==> src/design/epp17_map.svh <==
`ifndef EPP17_MAP_SVH
`define EPP17_MAP_SVH

// Host I/O offsets from the port base
`define OFS_DATA        11'h000
`define OFS_STATUS      11'h001
`define OFS_CONTROL     11'h002
`define OFS_EPP_ADDR    11'h003
`define OFS_EPP_DATA0   11'h004
`define OFS_EPP_DATA3   11'h007
`define OFS_FIFO_VIEW   11'h400
`define OFS_CONFIG_B    11'h401
`define OFS_EXT_CTRL    11'h402

// Port control field positions
`define CTL_STROBE      0
`define CTL_AUTOFD      1
`define CTL_INIT        2
`define CTL_SELECT_IN   3
`define CTL_ACK_IRQ_EN  4
`define CTL_DIRECTION   5

// Port status field positions
`define STS_TIMEOUT     0

// Extended control field positions
`define ECR_EMPTY       0
`define ECR_FULL        1
`define ECR_SERVICE     2
`define ECR_DMA_EN      3
`define ECR_ERR_IRQ_N   4

// Reset values and the fixed config A readback value
`define CONTROL_RESET   6'h04
`define ECR_RESET       3'h5
`define CONFIG_A_VALUE  8'h10

// Timing
`define CLK_PERIOD_NS   10
`define EPP_TIMEOUT_NS  10000
`define EPP_TIMEOUT_CYC (`EPP_TIMEOUT_NS / `CLK_PERIOD_NS)

// Shared FIFO shape
`define FIFO_WIDTH      8
`define FIFO_DEPTH      16

`endif

==> src/design/epp17_pkg.sv <==
package epp17_pkg;

  typedef enum logic [1:0] {
    ST_IDLE   = 2'b00,
    ST_STROBE = 2'b01,
    ST_FWAIT  = 2'b10,
    ST_FINISH = 2'b11
  } cycle_state_t;

  typedef enum logic [2:0] {
    MODE_SPP    = 3'b000,
    MODE_BIDIR  = 3'b001,
    MODE_COMPAT_DATA_FIFO  = 3'b010,
    MODE_ECP    = 3'b011,
    MODE_EPP    = 3'b100,
    MODE_RSVD   = 3'b101,
    MODE_TEST   = 3'b110,
    MODE_CONFIG = 3'b111
  } port_mode_t;

  typedef logic [10:0] io_addr_t;
  typedef logic [7:0]  port_word_t;

endpackage : epp17_pkg

==> src/design/epp17_port.sv <==
// Functional notes
// - Write stretched while peripheral holds low
// - Read stretched while peripheral holds low
// - Write drives byte and asserts strobe on the same edge
// - Stretch ends on release or timeout
// - Write ends: ready, strobe off, byte kept
// - Direction one: write line off, bus released
// - Read strobe only with direction one; bus released unless control strobe set
// - Read ends: ready with sampled byte
// - Interrupt input passed through uninverted
// - Active-low peripheral reset output
// - Only write line overridden by control strobe
// - Port word is eight bits
// - All FIFO views share one 16-byte FIFO
// - Data, status, control reachable in all modes
// - Config B shows selected IRQ and DMA
// - Cycle aborted after ten microseconds
// - Timeout reported in status bit zero
// - Offset 3 address cycle, 4-7 data cycles
`timescale 1ns/1ps
`include "epp17_map.svh"

module epp17_fifo #(
  parameter int WIDTH = 8,
  parameter int DEPTH = 16
) (
  input  wire logic             i_clk,
  input  wire logic             i_rst,
  input  wire logic             i_flush,
  input  wire logic             i_valid,
  output logic                  o_ready,
  input  wire logic [WIDTH-1:0] i_data,
  output logic                  o_valid,
  input  wire logic             i_ready,
  output logic      [WIDTH-1:0] o_data,
  output logic                  o_full,
  output logic                  o_empty
);
  localparam int AW = $clog2(DEPTH);

  logic [WIDTH-1:0] mem [DEPTH];
  logic [AW-1:0]    wr_ptr_reg;
  logic [AW-1:0]    rd_ptr_reg;
  logic [AW:0]      count_reg;
  logic             push;
  logic             pop;

  assign o_full  = (count_reg == (AW+1)'(DEPTH));
  assign o_empty = (count_reg == '0);
  assign o_ready = !o_full;
  assign o_valid = !o_empty;
  assign o_data  = mem[rd_ptr_reg];
  assign push    = i_valid && o_ready;
  assign pop     = o_valid && i_ready;

  always_ff @(posedge i_clk) begin
    if (push) begin
      mem[wr_ptr_reg] <= i_data;
    end
  end

  always_ff @(posedge i_clk) begin
    if (i_rst || i_flush) begin
      wr_ptr_reg <= '0;
      rd_ptr_reg <= '0;
      count_reg  <= '0;
    end else begin
      if (push) begin
        wr_ptr_reg <= (wr_ptr_reg == AW'(DEPTH - 1)) ? '0 : wr_ptr_reg + 1'b1;
      end
      if (pop) begin
        rd_ptr_reg <= (rd_ptr_reg == AW'(DEPTH - 1)) ? '0 : rd_ptr_reg + 1'b1;
      end
      if (push && !pop) begin
        count_reg <= count_reg + 1'b1;
      end else if (pop && !push) begin
        count_reg <= count_reg - 1'b1;
      end
    end
  end
endmodule : epp17_fifo

module epp17_port (
  input  wire logic                 i_clk,
  input  wire logic                 i_rst,
  // Host I/O cycle port
  input  wire logic                 i_io_start,
  input  wire logic                 i_io_write,
  input  wire epp17_pkg::io_addr_t  i_io_addr,
  input  wire epp17_pkg::port_word_t i_io_wdata,
  output logic                      o_io_wait,
  output logic                      o_io_done,
  output logic                      o_io_timeout,
  output epp17_pkg::port_word_t     o_io_rdata,
  // Parallel port pins
  input  wire epp17_pkg::port_word_t i_port_bus,
  output epp17_pkg::port_word_t     o_port_bus,
  output logic                      o_port_bus_oe,
  output logic                      o_write_dir_n,
  output logic                      o_byte_strobe_n,
  output logic                      o_addr_strobe_n,
  output logic                      o_strobe_n,
  output logic                      o_autofd_n,
  output logic                      o_select_in_n,
  output logic                      o_periph_reset_n,
  input  wire logic                 i_periph_hold_n,
  input  wire logic                 i_busy,
  input  wire logic                 i_ack_n,
  input  wire logic                 i_paper_end,
  input  wire logic                 i_select,
  input  wire logic                 i_fault_in_n,
  input  wire logic                 i_port_irq_in,
  output logic                      o_port_irq,
  // Selections from the device configuration
  input  wire logic [2:0]           i_cfg_irq_sel,
  input  wire logic [2:0]           i_cfg_dma_sel,
  // Drain side of the shared FIFO
  output logic                      o_fifo_valid,
  input  wire logic                 i_fifo_ready,
  output epp17_pkg::port_word_t     o_fifo_data,
  output logic                      o_fifo_addr_tag
);
  import epp17_pkg::*;

  cycle_state_t state_reg;
  cycle_state_t state_next;
  port_mode_t   mode_reg;
  logic [5:0]   control_reg;
  logic [4:2]   ecr_bits_reg;
  port_word_t   port_data_byte_reg;
  port_word_t   rdata_reg;
  logic         timeout_flag_reg;
  logic         irq_reg;
  logic         is_addr_reg;
  logic         is_read_reg;
  logic [9:0]   timer_reg;
  logic         timeout_hit;
  logic         timeout_reg;
  port_word_t   wdata_reg;
  logic         addr_tag_reg;

  logic         take;
  logic         epp_access;
  logic         fifo_write_access;
  logic         fifo_read_access;
  logic         fifo_push;
  logic         fifo_pop_host;
  logic         fifo_in_ready;
  logic         fifo_out_valid;
  logic         fifo_drain_ready;
  logic [8:0]   fifo_out_data;
  logic         fifo_full;
  logic         fifo_empty;
  logic         fifo_flush;
  logic         port_direction_bit;
  logic         strobe_override;
  logic         in_cycle;
  port_word_t   status_view;
  port_word_t   simple_rdata;

  assign take       = (state_reg == ST_IDLE) && i_io_start;
  assign in_cycle   = (state_reg == ST_STROBE);
  assign epp_access = (mode_reg == MODE_EPP) && (i_io_addr >= `OFS_EPP_ADDR)
                      && (i_io_addr <= `OFS_EPP_DATA3);

  // Writes into the shared FIFO views; ECP mode has two of them
  assign fifo_write_access = i_io_write && (
    ((i_io_addr == `OFS_DATA) && (mode_reg == MODE_ECP)) ||
    ((i_io_addr == `OFS_FIFO_VIEW) && ((mode_reg == MODE_COMPAT_DATA_FIFO) ||
      (mode_reg == MODE_ECP) || (mode_reg == MODE_TEST))));
  assign fifo_read_access  = !i_io_write && (i_io_addr == `OFS_FIFO_VIEW) &&
                             ((mode_reg == MODE_ECP) || (mode_reg == MODE_TEST));

  assign port_direction_bit = control_reg[`CTL_DIRECTION];
  assign timeout_hit        = (timer_reg == 10'(`EPP_TIMEOUT_CYC - 1));

  // Control strobe may force write mode, but only during a cycle
  assign strobe_override = in_cycle && control_reg[`CTL_STROBE];

  always_comb begin
    status_view = {!i_busy, i_ack_n, i_paper_end, i_select, i_fault_in_n, 3'b000};
    status_view[`STS_TIMEOUT] = timeout_flag_reg;
  end

  // Register views that answer in one cycle
  always_comb begin
    simple_rdata = 8'h00;
    case (i_io_addr)
      `OFS_DATA:      simple_rdata = port_direction_bit ? i_port_bus : port_data_byte_reg;
      `OFS_STATUS:    simple_rdata = status_view;
      `OFS_CONTROL:   simple_rdata = {2'b00, control_reg};
      `OFS_FIFO_VIEW: begin
        if (mode_reg == MODE_CONFIG) begin
          simple_rdata = `CONFIG_A_VALUE;
        end else begin
          simple_rdata = fifo_out_data[7:0];
        end
      end
      `OFS_CONFIG_B:  simple_rdata = {1'b0, i_port_irq_in, i_cfg_irq_sel,
                                      i_cfg_dma_sel[2:0]};
      `OFS_EXT_CTRL:  simple_rdata = {mode_reg, ecr_bits_reg, fifo_full, fifo_empty};
      default:        simple_rdata = 8'h00;
    endcase
  end

  always_comb begin
    state_next = state_reg;
    case (state_reg)
      ST_IDLE: begin
        if (i_io_start) begin
          if (epp_access) begin
            // A read with the bus still driven never strobes
            if (i_io_write || port_direction_bit) begin
              state_next = ST_STROBE;
            end else begin
              state_next = ST_FINISH;
            end
          end else if (fifo_write_access && !fifo_in_ready) begin
            state_next = ST_FWAIT;
          end else begin
            state_next = ST_FINISH;
          end
        end
      end
      ST_STROBE: begin
        if (i_periph_hold_n || timeout_hit) begin
          state_next = ST_FINISH;
        end
      end
      ST_FWAIT: begin
        if (fifo_in_ready) begin
          state_next = ST_FINISH;
        end
      end
      ST_FINISH: state_next = ST_IDLE;
      default:   state_next = ST_IDLE;
    endcase
  end

  always_ff @(posedge i_clk) begin
    if (i_rst) begin
      state_reg <= ST_IDLE;
    end else begin
      state_reg <= state_next;
    end
  end

  // Cycle bookkeeping
  always_ff @(posedge i_clk) begin
    if (i_rst) begin
      wdata_reg    <= 8'h00;
      is_addr_reg  <= 1'b0;
      is_read_reg  <= 1'b0;
      addr_tag_reg <= 1'b0;
    end else if (take) begin
      wdata_reg    <= i_io_wdata;
      is_addr_reg  <= (i_io_addr == `OFS_EPP_ADDR);
      is_read_reg  <= !i_io_write;
      addr_tag_reg <= (i_io_addr == `OFS_DATA);
    end
  end

  // Watchdog over the strobe phase
  always_ff @(posedge i_clk) begin
    if (i_rst || take) begin
      timer_reg <= '0;
    end else if (in_cycle && !timeout_hit) begin
      timer_reg <= timer_reg + 1'b1;
    end
  end

  always_ff @(posedge i_clk) begin
    if (i_rst) begin
      timeout_reg <= 1'b0;
    end else if (take) begin
      timeout_reg <= 1'b0;
    end else if (in_cycle && !i_periph_hold_n && timeout_hit) begin
      timeout_reg <= 1'b1;
    end
  end

  // Sticky timeout flag, cleared by a status read; a new timeout wins
  always_ff @(posedge i_clk) begin
    if (i_rst) begin
      timeout_flag_reg <= 1'b0;
    end else if (in_cycle && !i_periph_hold_n && timeout_hit) begin
      timeout_flag_reg <= 1'b1;
    end else if (take && !i_io_write && (i_io_addr == `OFS_STATUS)) begin
      timeout_flag_reg <= 1'b0;
    end
  end

  // Read data returned with the final ready
  always_ff @(posedge i_clk) begin
    if (i_rst) begin
      rdata_reg <= 8'h00;
    end else if (take && !i_io_write) begin
      rdata_reg <= epp_access ? i_port_bus : simple_rdata;
    end else if (in_cycle && is_read_reg && state_next == ST_FINISH) begin
      rdata_reg <= i_port_bus;
    end
  end

  // Byte on the port bus; an address or data write keeps it latched
  always_ff @(posedge i_clk) begin
    if (i_rst) begin
      port_data_byte_reg <= 8'h00;
    end else if (take && i_io_write && (epp_access || i_io_addr == `OFS_DATA)) begin
      port_data_byte_reg <= i_io_wdata;
    end
  end

  always_ff @(posedge i_clk) begin
    if (i_rst) begin
      control_reg <= `CONTROL_RESET;
    end else if (take && i_io_write && (i_io_addr == `OFS_CONTROL)) begin
      control_reg <= i_io_wdata[5:0];
    end
  end

  always_ff @(posedge i_clk) begin
    if (i_rst) begin
      mode_reg     <= MODE_SPP;
      ecr_bits_reg <= `ECR_RESET;
    end else if (take && i_io_write && (i_io_addr == `OFS_EXT_CTRL)) begin
      mode_reg     <= port_mode_t'(i_io_wdata[7:5]);
      ecr_bits_reg <= i_io_wdata[4:2];
    end
  end

  always_ff @(posedge i_clk) begin
    if (i_rst) begin
      irq_reg <= 1'b0;
    end else begin
      irq_reg <= i_port_irq_in && control_reg[`CTL_ACK_IRQ_EN];
    end
  end

  // Shared FIFO: host fills, drain port or test reads empty it
  assign fifo_flush = take && i_io_write && (i_io_addr == `OFS_EXT_CTRL) &&
                      (i_io_wdata[7:6] == 2'b00);
  assign fifo_push  = ((take && fifo_write_access) || (state_reg == ST_FWAIT));
  assign fifo_pop_host    = take && fifo_read_access;
  assign fifo_drain_ready = (mode_reg == MODE_TEST) ? fifo_pop_host : i_fifo_ready;

  epp17_fifo #(
    .WIDTH(`FIFO_WIDTH + 1),
    .DEPTH(`FIFO_DEPTH)
  ) u_fifo (
    .i_clk   (i_clk),
    .i_rst   (i_rst),
    .i_flush (fifo_flush),
    .i_valid (fifo_push),
    .o_ready (fifo_in_ready),
    .i_data  (take ? {i_io_addr == `OFS_DATA, i_io_wdata} : {addr_tag_reg, wdata_reg}),
    .o_valid (fifo_out_valid),
    .i_ready (fifo_drain_ready),
    .o_data  (fifo_out_data),
    .o_full  (fifo_full),
    .o_empty (fifo_empty)
  );

  assign o_fifo_valid    = fifo_out_valid && (mode_reg != MODE_TEST);
  assign o_fifo_data     = fifo_out_data[7:0];
  assign o_fifo_addr_tag = fifo_out_data[8];

  // Host side answer
  assign o_io_wait    = (state_reg == ST_STROBE) || (state_reg == ST_FWAIT);
  assign o_io_done    = (state_reg == ST_FINISH);
  assign o_io_timeout = o_io_done && timeout_reg;
  assign o_io_rdata   = rdata_reg;

  // Pins
  assign o_write_dir_n   = port_direction_bit && !strobe_override;
  assign o_port_bus_oe   = !o_write_dir_n;
  assign o_port_bus      = port_data_byte_reg;
  assign o_byte_strobe_n = !(in_cycle && !is_addr_reg);
  assign o_addr_strobe_n = !(in_cycle && is_addr_reg);
  assign o_strobe_n      = !control_reg[`CTL_STROBE];
  assign o_autofd_n      = !control_reg[`CTL_AUTOFD];
  assign o_select_in_n   = !control_reg[`CTL_SELECT_IN];
  assign o_periph_reset_n = control_reg[`CTL_INIT];
  assign o_port_irq      = irq_reg;
endmodule : epp17_port

==> config.mk <==
export PLATFORM = sky130hd
export DESIGN_NAME = epp17_port
export DESIGN_NICKNAME = d
export VERILOG_FILES = /design/src/design/epp17_pkg.sv /design/src/design/epp17_port.sv
export VERILOG_INCLUDE_DIRS = /design/src /design/src/design
export SDC_FILE = /design/constraint.sdc
export NUM_CORES = 1
export LEC_CHECK = 0
export ABC_CLOCK_PERIOD_IN_PS = 6500
export BUFFER_PORTS_ARGS = -buffer_cell sky130_fd_sc_hd__buf_2
export CAP_MARGIN = 20
export CORE_UTILIZATION = 55
export CTS_CLUSTER_DIAMETER = 150
export DETAILED_ROUTE_END_ITERATION = 10
export PLACE_DENSITY = 0.77
export SYNTH_ARGS = -nofsm -noshare
export SYNTH_HDL_FRONTEND = slang
export SYNTH_SLANG_ARGS = --single-unit
==> constraint.sdc <==
create_clock -name i_clk -period 6.5 [get_ports i_clk]
set_input_delay 1.3 -clock i_clk [delete_from_list [all_inputs] [get_ports i_clk]]
set_output_delay 1.3 -clock i_clk [all_outputs]
set_load 0.1 [all_outputs]
== Yosys cells after proc, flatten, opt, wreduce, memory -nomap -nowiden ==
Memories as Yosys holds them, arrays and structs flattened. A register that Yosys moved wholly into a read port is not among the register bits.
Cells that the tools add are included.

* Reduce and logical (&&, ||, !) cells: 69
* Equality and inequality tests: 20
* $lt $le $gt $ge: 2
* Add/sub/neg operators: 5
* Multiplexer cells: 25

{| class="wikitable"
|+ Operator list
! cell !! number
|-
| $pmux 8 s6 || 1
|-
| $mux 8 || 5
|-
| $logic_and 1x1->1 || 34
|-
| $eq 11x11->1 const B || 3
|-
| $eq 11x2->1 const B || 2
|-
| $logic_not 1->1 || 16
|-
| $mux 4 || 4
|-
| $eq 11x1->1 const B || 1
|-
| $ge 11x2->1 const B || 1
|-
| $le 11x3->1 const B || 1
|-
| $logic_not 11->1 || 1
|-
| $logic_or 1x1->1 || 11
|-
| $add 10x1->10 const B || 1
|-
| $eq 10x10->1 const B || 1
|-
| $mux 2 || 5
|-
| $mux 5 || 2
|-
| $eq 3x3->1 const B || 3
|-
| $mux 9 || 1
|-
| $add 4x1->4 const B || 2
|-
| $eq 4x4->1 const B || 2
|-
| $pmux 2 s4 || 1
|-
| $eq 2x2->1 const B || 3
|-
| $eq 3x2->1 const B || 2
|-
| $mux 1 || 6
|-
| other kinds (9) || 12
|}

* Register bits: 67
* Memories: 1
* RAM bits: 144
* Input port bits: 45

{| class="wikitable"
|+ Memory list
! memory !! depth !! bits a word !! read ports !! clocked after Yosys merged registers in !! wr ports !! RTL line !! source
|-
| u_fifo.mem || 16 || 9 || 1 || 1 || 1 || epp17_port.sv:41 || <nowiki>logic [WIDTH-1:0] mem [DEPTH];</nowiki>
|}

== Logic depth before layout (Yosys ltp) ==
* Depth after elaboration: 15
* Mapped depth: 15
* Depth with buffers taken out: 15

== By module ==
A second synthesis with hierarchy kept.

* Cell total of the unflattened synthesis: 689
* Area, all modules: 9480.3 um^2

{| class="wikitable"
|+ By module, submodules not included
! module !! instances !! area an instance (um^2) !! cells each
|-
| epp17_fifo || 1 || 6391.1 || 343
|-
| epp17_port || 1 || 3089.2 || 346
|}

== Least setup slack after synthesis ==
No wires, ideal clock.

* Kind: input port to flip-flop
* From: in i_io_addr[2]
* To: reg u_fifo.count_reg[4]
* Cell stages on the path: 14
* Arrival time: 3.929 ns
* Setup slack: 2.501 ns
* Path buffers: 1
* Path through: buf_2 > nor4_2 > o2111ai_2 > o21bai_1 > nand2_1 > inv_1 > ha_1 > inv_1 > fa_1 > a21o_1 > a21oi_1 > xnor2_1 > or3_1 > a21oi_1

* Longest elaborated chain between the ends: 10

{| class="wikitable"
|+ RTL lines
! element !! RTL line !! source
|-
| start, declared || epp17_port.sv:89 || <nowiki>input wire epp17_pkg::io_addr_t i_io_addr,</nowiki>
|-
| $eq 11x11->1 / $logic_not 11->1 (equally long branches) || n/a ||
|-
| $logic_and 1x1->1 (on tied branches) || epp17_port.sv:169, epp17_port.sv:168 ||
|-
| $logic_or 1x1->1 (*) || epp17_port.sv:168 || <nowiki>((i_io_addr == `OFS_DATA) && (mode_reg == MODE_ECP)) ||</nowiki>
|-
| $logic_and 1x1->1 (*) || epp17_port.sv:167 || <nowiki>assign fifo_write_access = i_io_write && (</nowiki>
|-
| $logic_and 1x1->1 (*) || epp17_port.sv:342 || <nowiki>assign fifo_push = ((take && fifo_write_access) || (state_reg == ST_FWAIT));</nowiki>
|-
| $logic_or 1x1->1 (*) || epp17_port.sv:342 ||
|-
| $logic_and 1x1->1 (*) || epp17_port.sv:53 || <nowiki>assign push = i_valid && o_ready;</nowiki>
|-
| named net u_fifo.push || epp17_port.sv:45 || <nowiki>logic push;</nowiki>
|-
| $logic_not 1->1 || epp17_port.sv:76 || <nowiki>end else if (pop && !push) begin</nowiki>
|-
| $logic_and 1x1->1 || epp17_port.sv:76 ||
|-
| $reduce_bool 2->1 (no source line) || n/a ||
|-
| end signal, assigned || epp17_port.sv:75 || <nowiki>count_reg <= count_reg + 1'b1;</nowiki>
|-
| end signal, assigned || epp17_port.sv:77 || <nowiki>count_reg <= count_reg - 1'b1;</nowiki>
|-
| end, declared || epp17_port.sv:44 || <nowiki>logic [AW:0] count_reg;</nowiki>
|}

Mark *: on every way through the listed nets, which the timed path passes. The rest lies on a longest branch.
A chain may end at the register's enable or synchronous reset.

==> results_dict.tcl <==
set metrics [dict create \
    period_share 0.636 \
    setup_viol 0 \
    core_area_um2 16700 \
    synth-main-ff-cell "edfxtp_1" \
    diodes 0 \
    yosys_register_bits 215 \
    dp_hpwl_um 15100 \
    avgSynthCellArea_um2 13.7 \
    slew-limit-headroom 0.297 \
    status "finished clean" \
    criticalPathCategory "reg2out" \
    hp-class "reg2reg" \
    ctsResizeCount 0 \
    overflow 0 \
    worst_pin_slew_ps 1050 \
    die_height_um 133 \
    endpoint_kind "output port" \
    cts-htree-levels 1 \
    arrival_ps 2830 \
    dp.cells 964 \
    dieArea_um2 17700 \
    hold_slack_ps 466 \
    ys_async_sr_fraction 0 \
    comb_power_share 0.309 \
    ant_nets 0 \
    clk_latency_ps 540 \
    synthesis.area_um2 9470 \
    grt_pass1_vias 6172 \
    largest_reg_flops 144 \
    synth_edf_count 144 \
    cts_buffers 24 \
    final_util 0.649 \
    grt_max_degree 46 \
    p_leak_uw 0.00386 \
    wl_um 23400 \
    peakVddDrop_mv 0.261 \
    grt_usage 0.262 \
    rsz0062_at_grt "false" \
    worstPathRequired_ps 5200 \
    syn_inst 692 \
    fmaxAchievable_ghz 0.242 \
    clk_pin_slew_ps 60 \
    drt_pass1_iterations 5 \
    power.internal_uw 2710 \
    drc 0 \
    final_cells 1011 \
    cap_violations 0 \
    p_clk_frac 0.303 \
    powerDensity_nw_per_um2 396 \
    grt_antenna_before_repair 0 \
    start_kind "register" \
    via_count 6382 \
    power.switching_uw 1580 \
    drv_slew 0 \
    finalCriticalPeriod_ps 4130 \
    viasPerCell 6.31 \
    cts_tree "built" \
    boundaryPins 83 \
    avgRoutedWirePerCell_um 23.1 \
    grt_pass1_wl_um 35400 \
    yosysSeqAreaShare 0.607 \
    final_common_cell "edfxtp_1" \
    gp_congestion 0.896 \
    final_cell_mix "144 x edfxtp_1, 82 x buf_2, 70 x dfxtp_1, 49 x nor2_1, 38 x nand2_1" \
    drt-initial-drc-count 635 \
    syn_nets 754 \
    crit_fanout 38 \
    layout-drive-gt1-share 0.255 \
    die_w_um 133 \
    nNetsFinal 835 \
    clk_path_buf_depth 3 \
    p_seq_frac 0.388 \
    rows 47 \
    ctsRootBufferMaster "clkbuf_16" \
    post_cts_buffers 0 \
    fin_setup_tns_ps 0 \
    clock_sinks 215 \
    port_buffers 82 \
    synth_warnings 0 \
    worst_clock_skew_ps 33.4 \
    power_uw 4300 \
    areaGrowthSynthToFinish_pct 14.5 \
    synth_cell_type_count 74 \
    start_util 0.567 \
    cts_hold_buffers 0 \
    switching_share 0.369 \
    finalHoldViolCount 0 \
]
power by group through the flow:
| stage | Sequential (µW) | Combinational [µW] | Clock [µW] |
|---|---|---|---|
| finish | 1670 | 1330 | 1300 |
| global route | 1680 | 1410 | 1370 |
| CTS | 1660 | 1320 | 1310 |
| detailed placement | 1690 | 1310 | 0 |
| global placement | 1680 | 1270 | 0 |
| floorplan | 1760 | 962 | 0 |
per-stage QoR:
stage | area (µm²) | setup WS (ps)
after global placement | 10000 | 2060
after detailed placement | 10000 | 1960
final | 10800 | 2370
after CTS | 10800 | 2350
after global routing | 10800 | 2150
after floorplan | 9470 | 2500
layout make-up:
cell class / instances / area (µm²)
sequential: 215 / 5750
tap: 220 / 275
inverter: 22 / 82.6
fill: 1234 / 5860
clock inverter: 18 / 161
timing repair buffer: 89 / 463
multi-input combinational: 421 / 3500
clock buffer: 26 / 608
Yosys cell counts, drive strengths merged, types with 17 or more instances:
| master | instances | area share |
|---|---|---|
| nand2 | 39 | 0.016 |
| nor2b | 21 | 0.014 |
| edfxtp | 144 | 0.46 |
| mux4 | 36 | 0.086 |
| nor2 | 50 | 0.020 |
| nand3 | 17 | 0.0090 |
| buf | 19 | 0.011 |
| a22oi | 17 | 0.013 |
| a21oi | 34 | 0.019 |
| dfxtp | 71 | 0.15 |
| inv | 22 | 0.0087 |
| nor3 | 17 | 0.010 |
| mux2i | 24 | 0.025 |
metal layers:
layer | GRT usage | up-vias | share of wire
met5 | 0 | - | 0
met4 | 0.100 | 0 | 0.029
met3 | 0.0335 | 52 | 0.077
met2 | 0.436 | 367 | 0.50
met1 | 0.353 | 3143 | 0.40
li1 | - | 2820 | -
worst max-delay path: stages (launching register included):
cell and delay [ps]:
dfxtp_1 310, buf_4 470, mux4_2 610, mux4_2 560, buf_2 320
path summary, 6_finish.rpt:
check / start / endpoint / slack, ps / depth (start not counted)
setup reg to reg: state_reg[0] / u_fifo.count_reg[4] / 2650 / 14
setup / recovery: register / o_fifo_data[5] / 2370 / 4
hold / removal: o_io_rdata[6] / o_io_rdata[6] / 470 / 2
hold reg to reg: o_io_rdata[6] / o_io_rdata[6] / 470 / 2
cell families after synthesis:
family | count (synthesis) | synth area share
xor+xnor | 13 | 0.0120
flops | 215 | 0.607
mux | 69 | 0.122
buf+inv | 56 | 0.0259
compound gates | 117 | 0.0924
fa+ha+maj | 17 | 0.0233
simple gates | 205 | 0.118
Power figures use the tool's default switching activity.
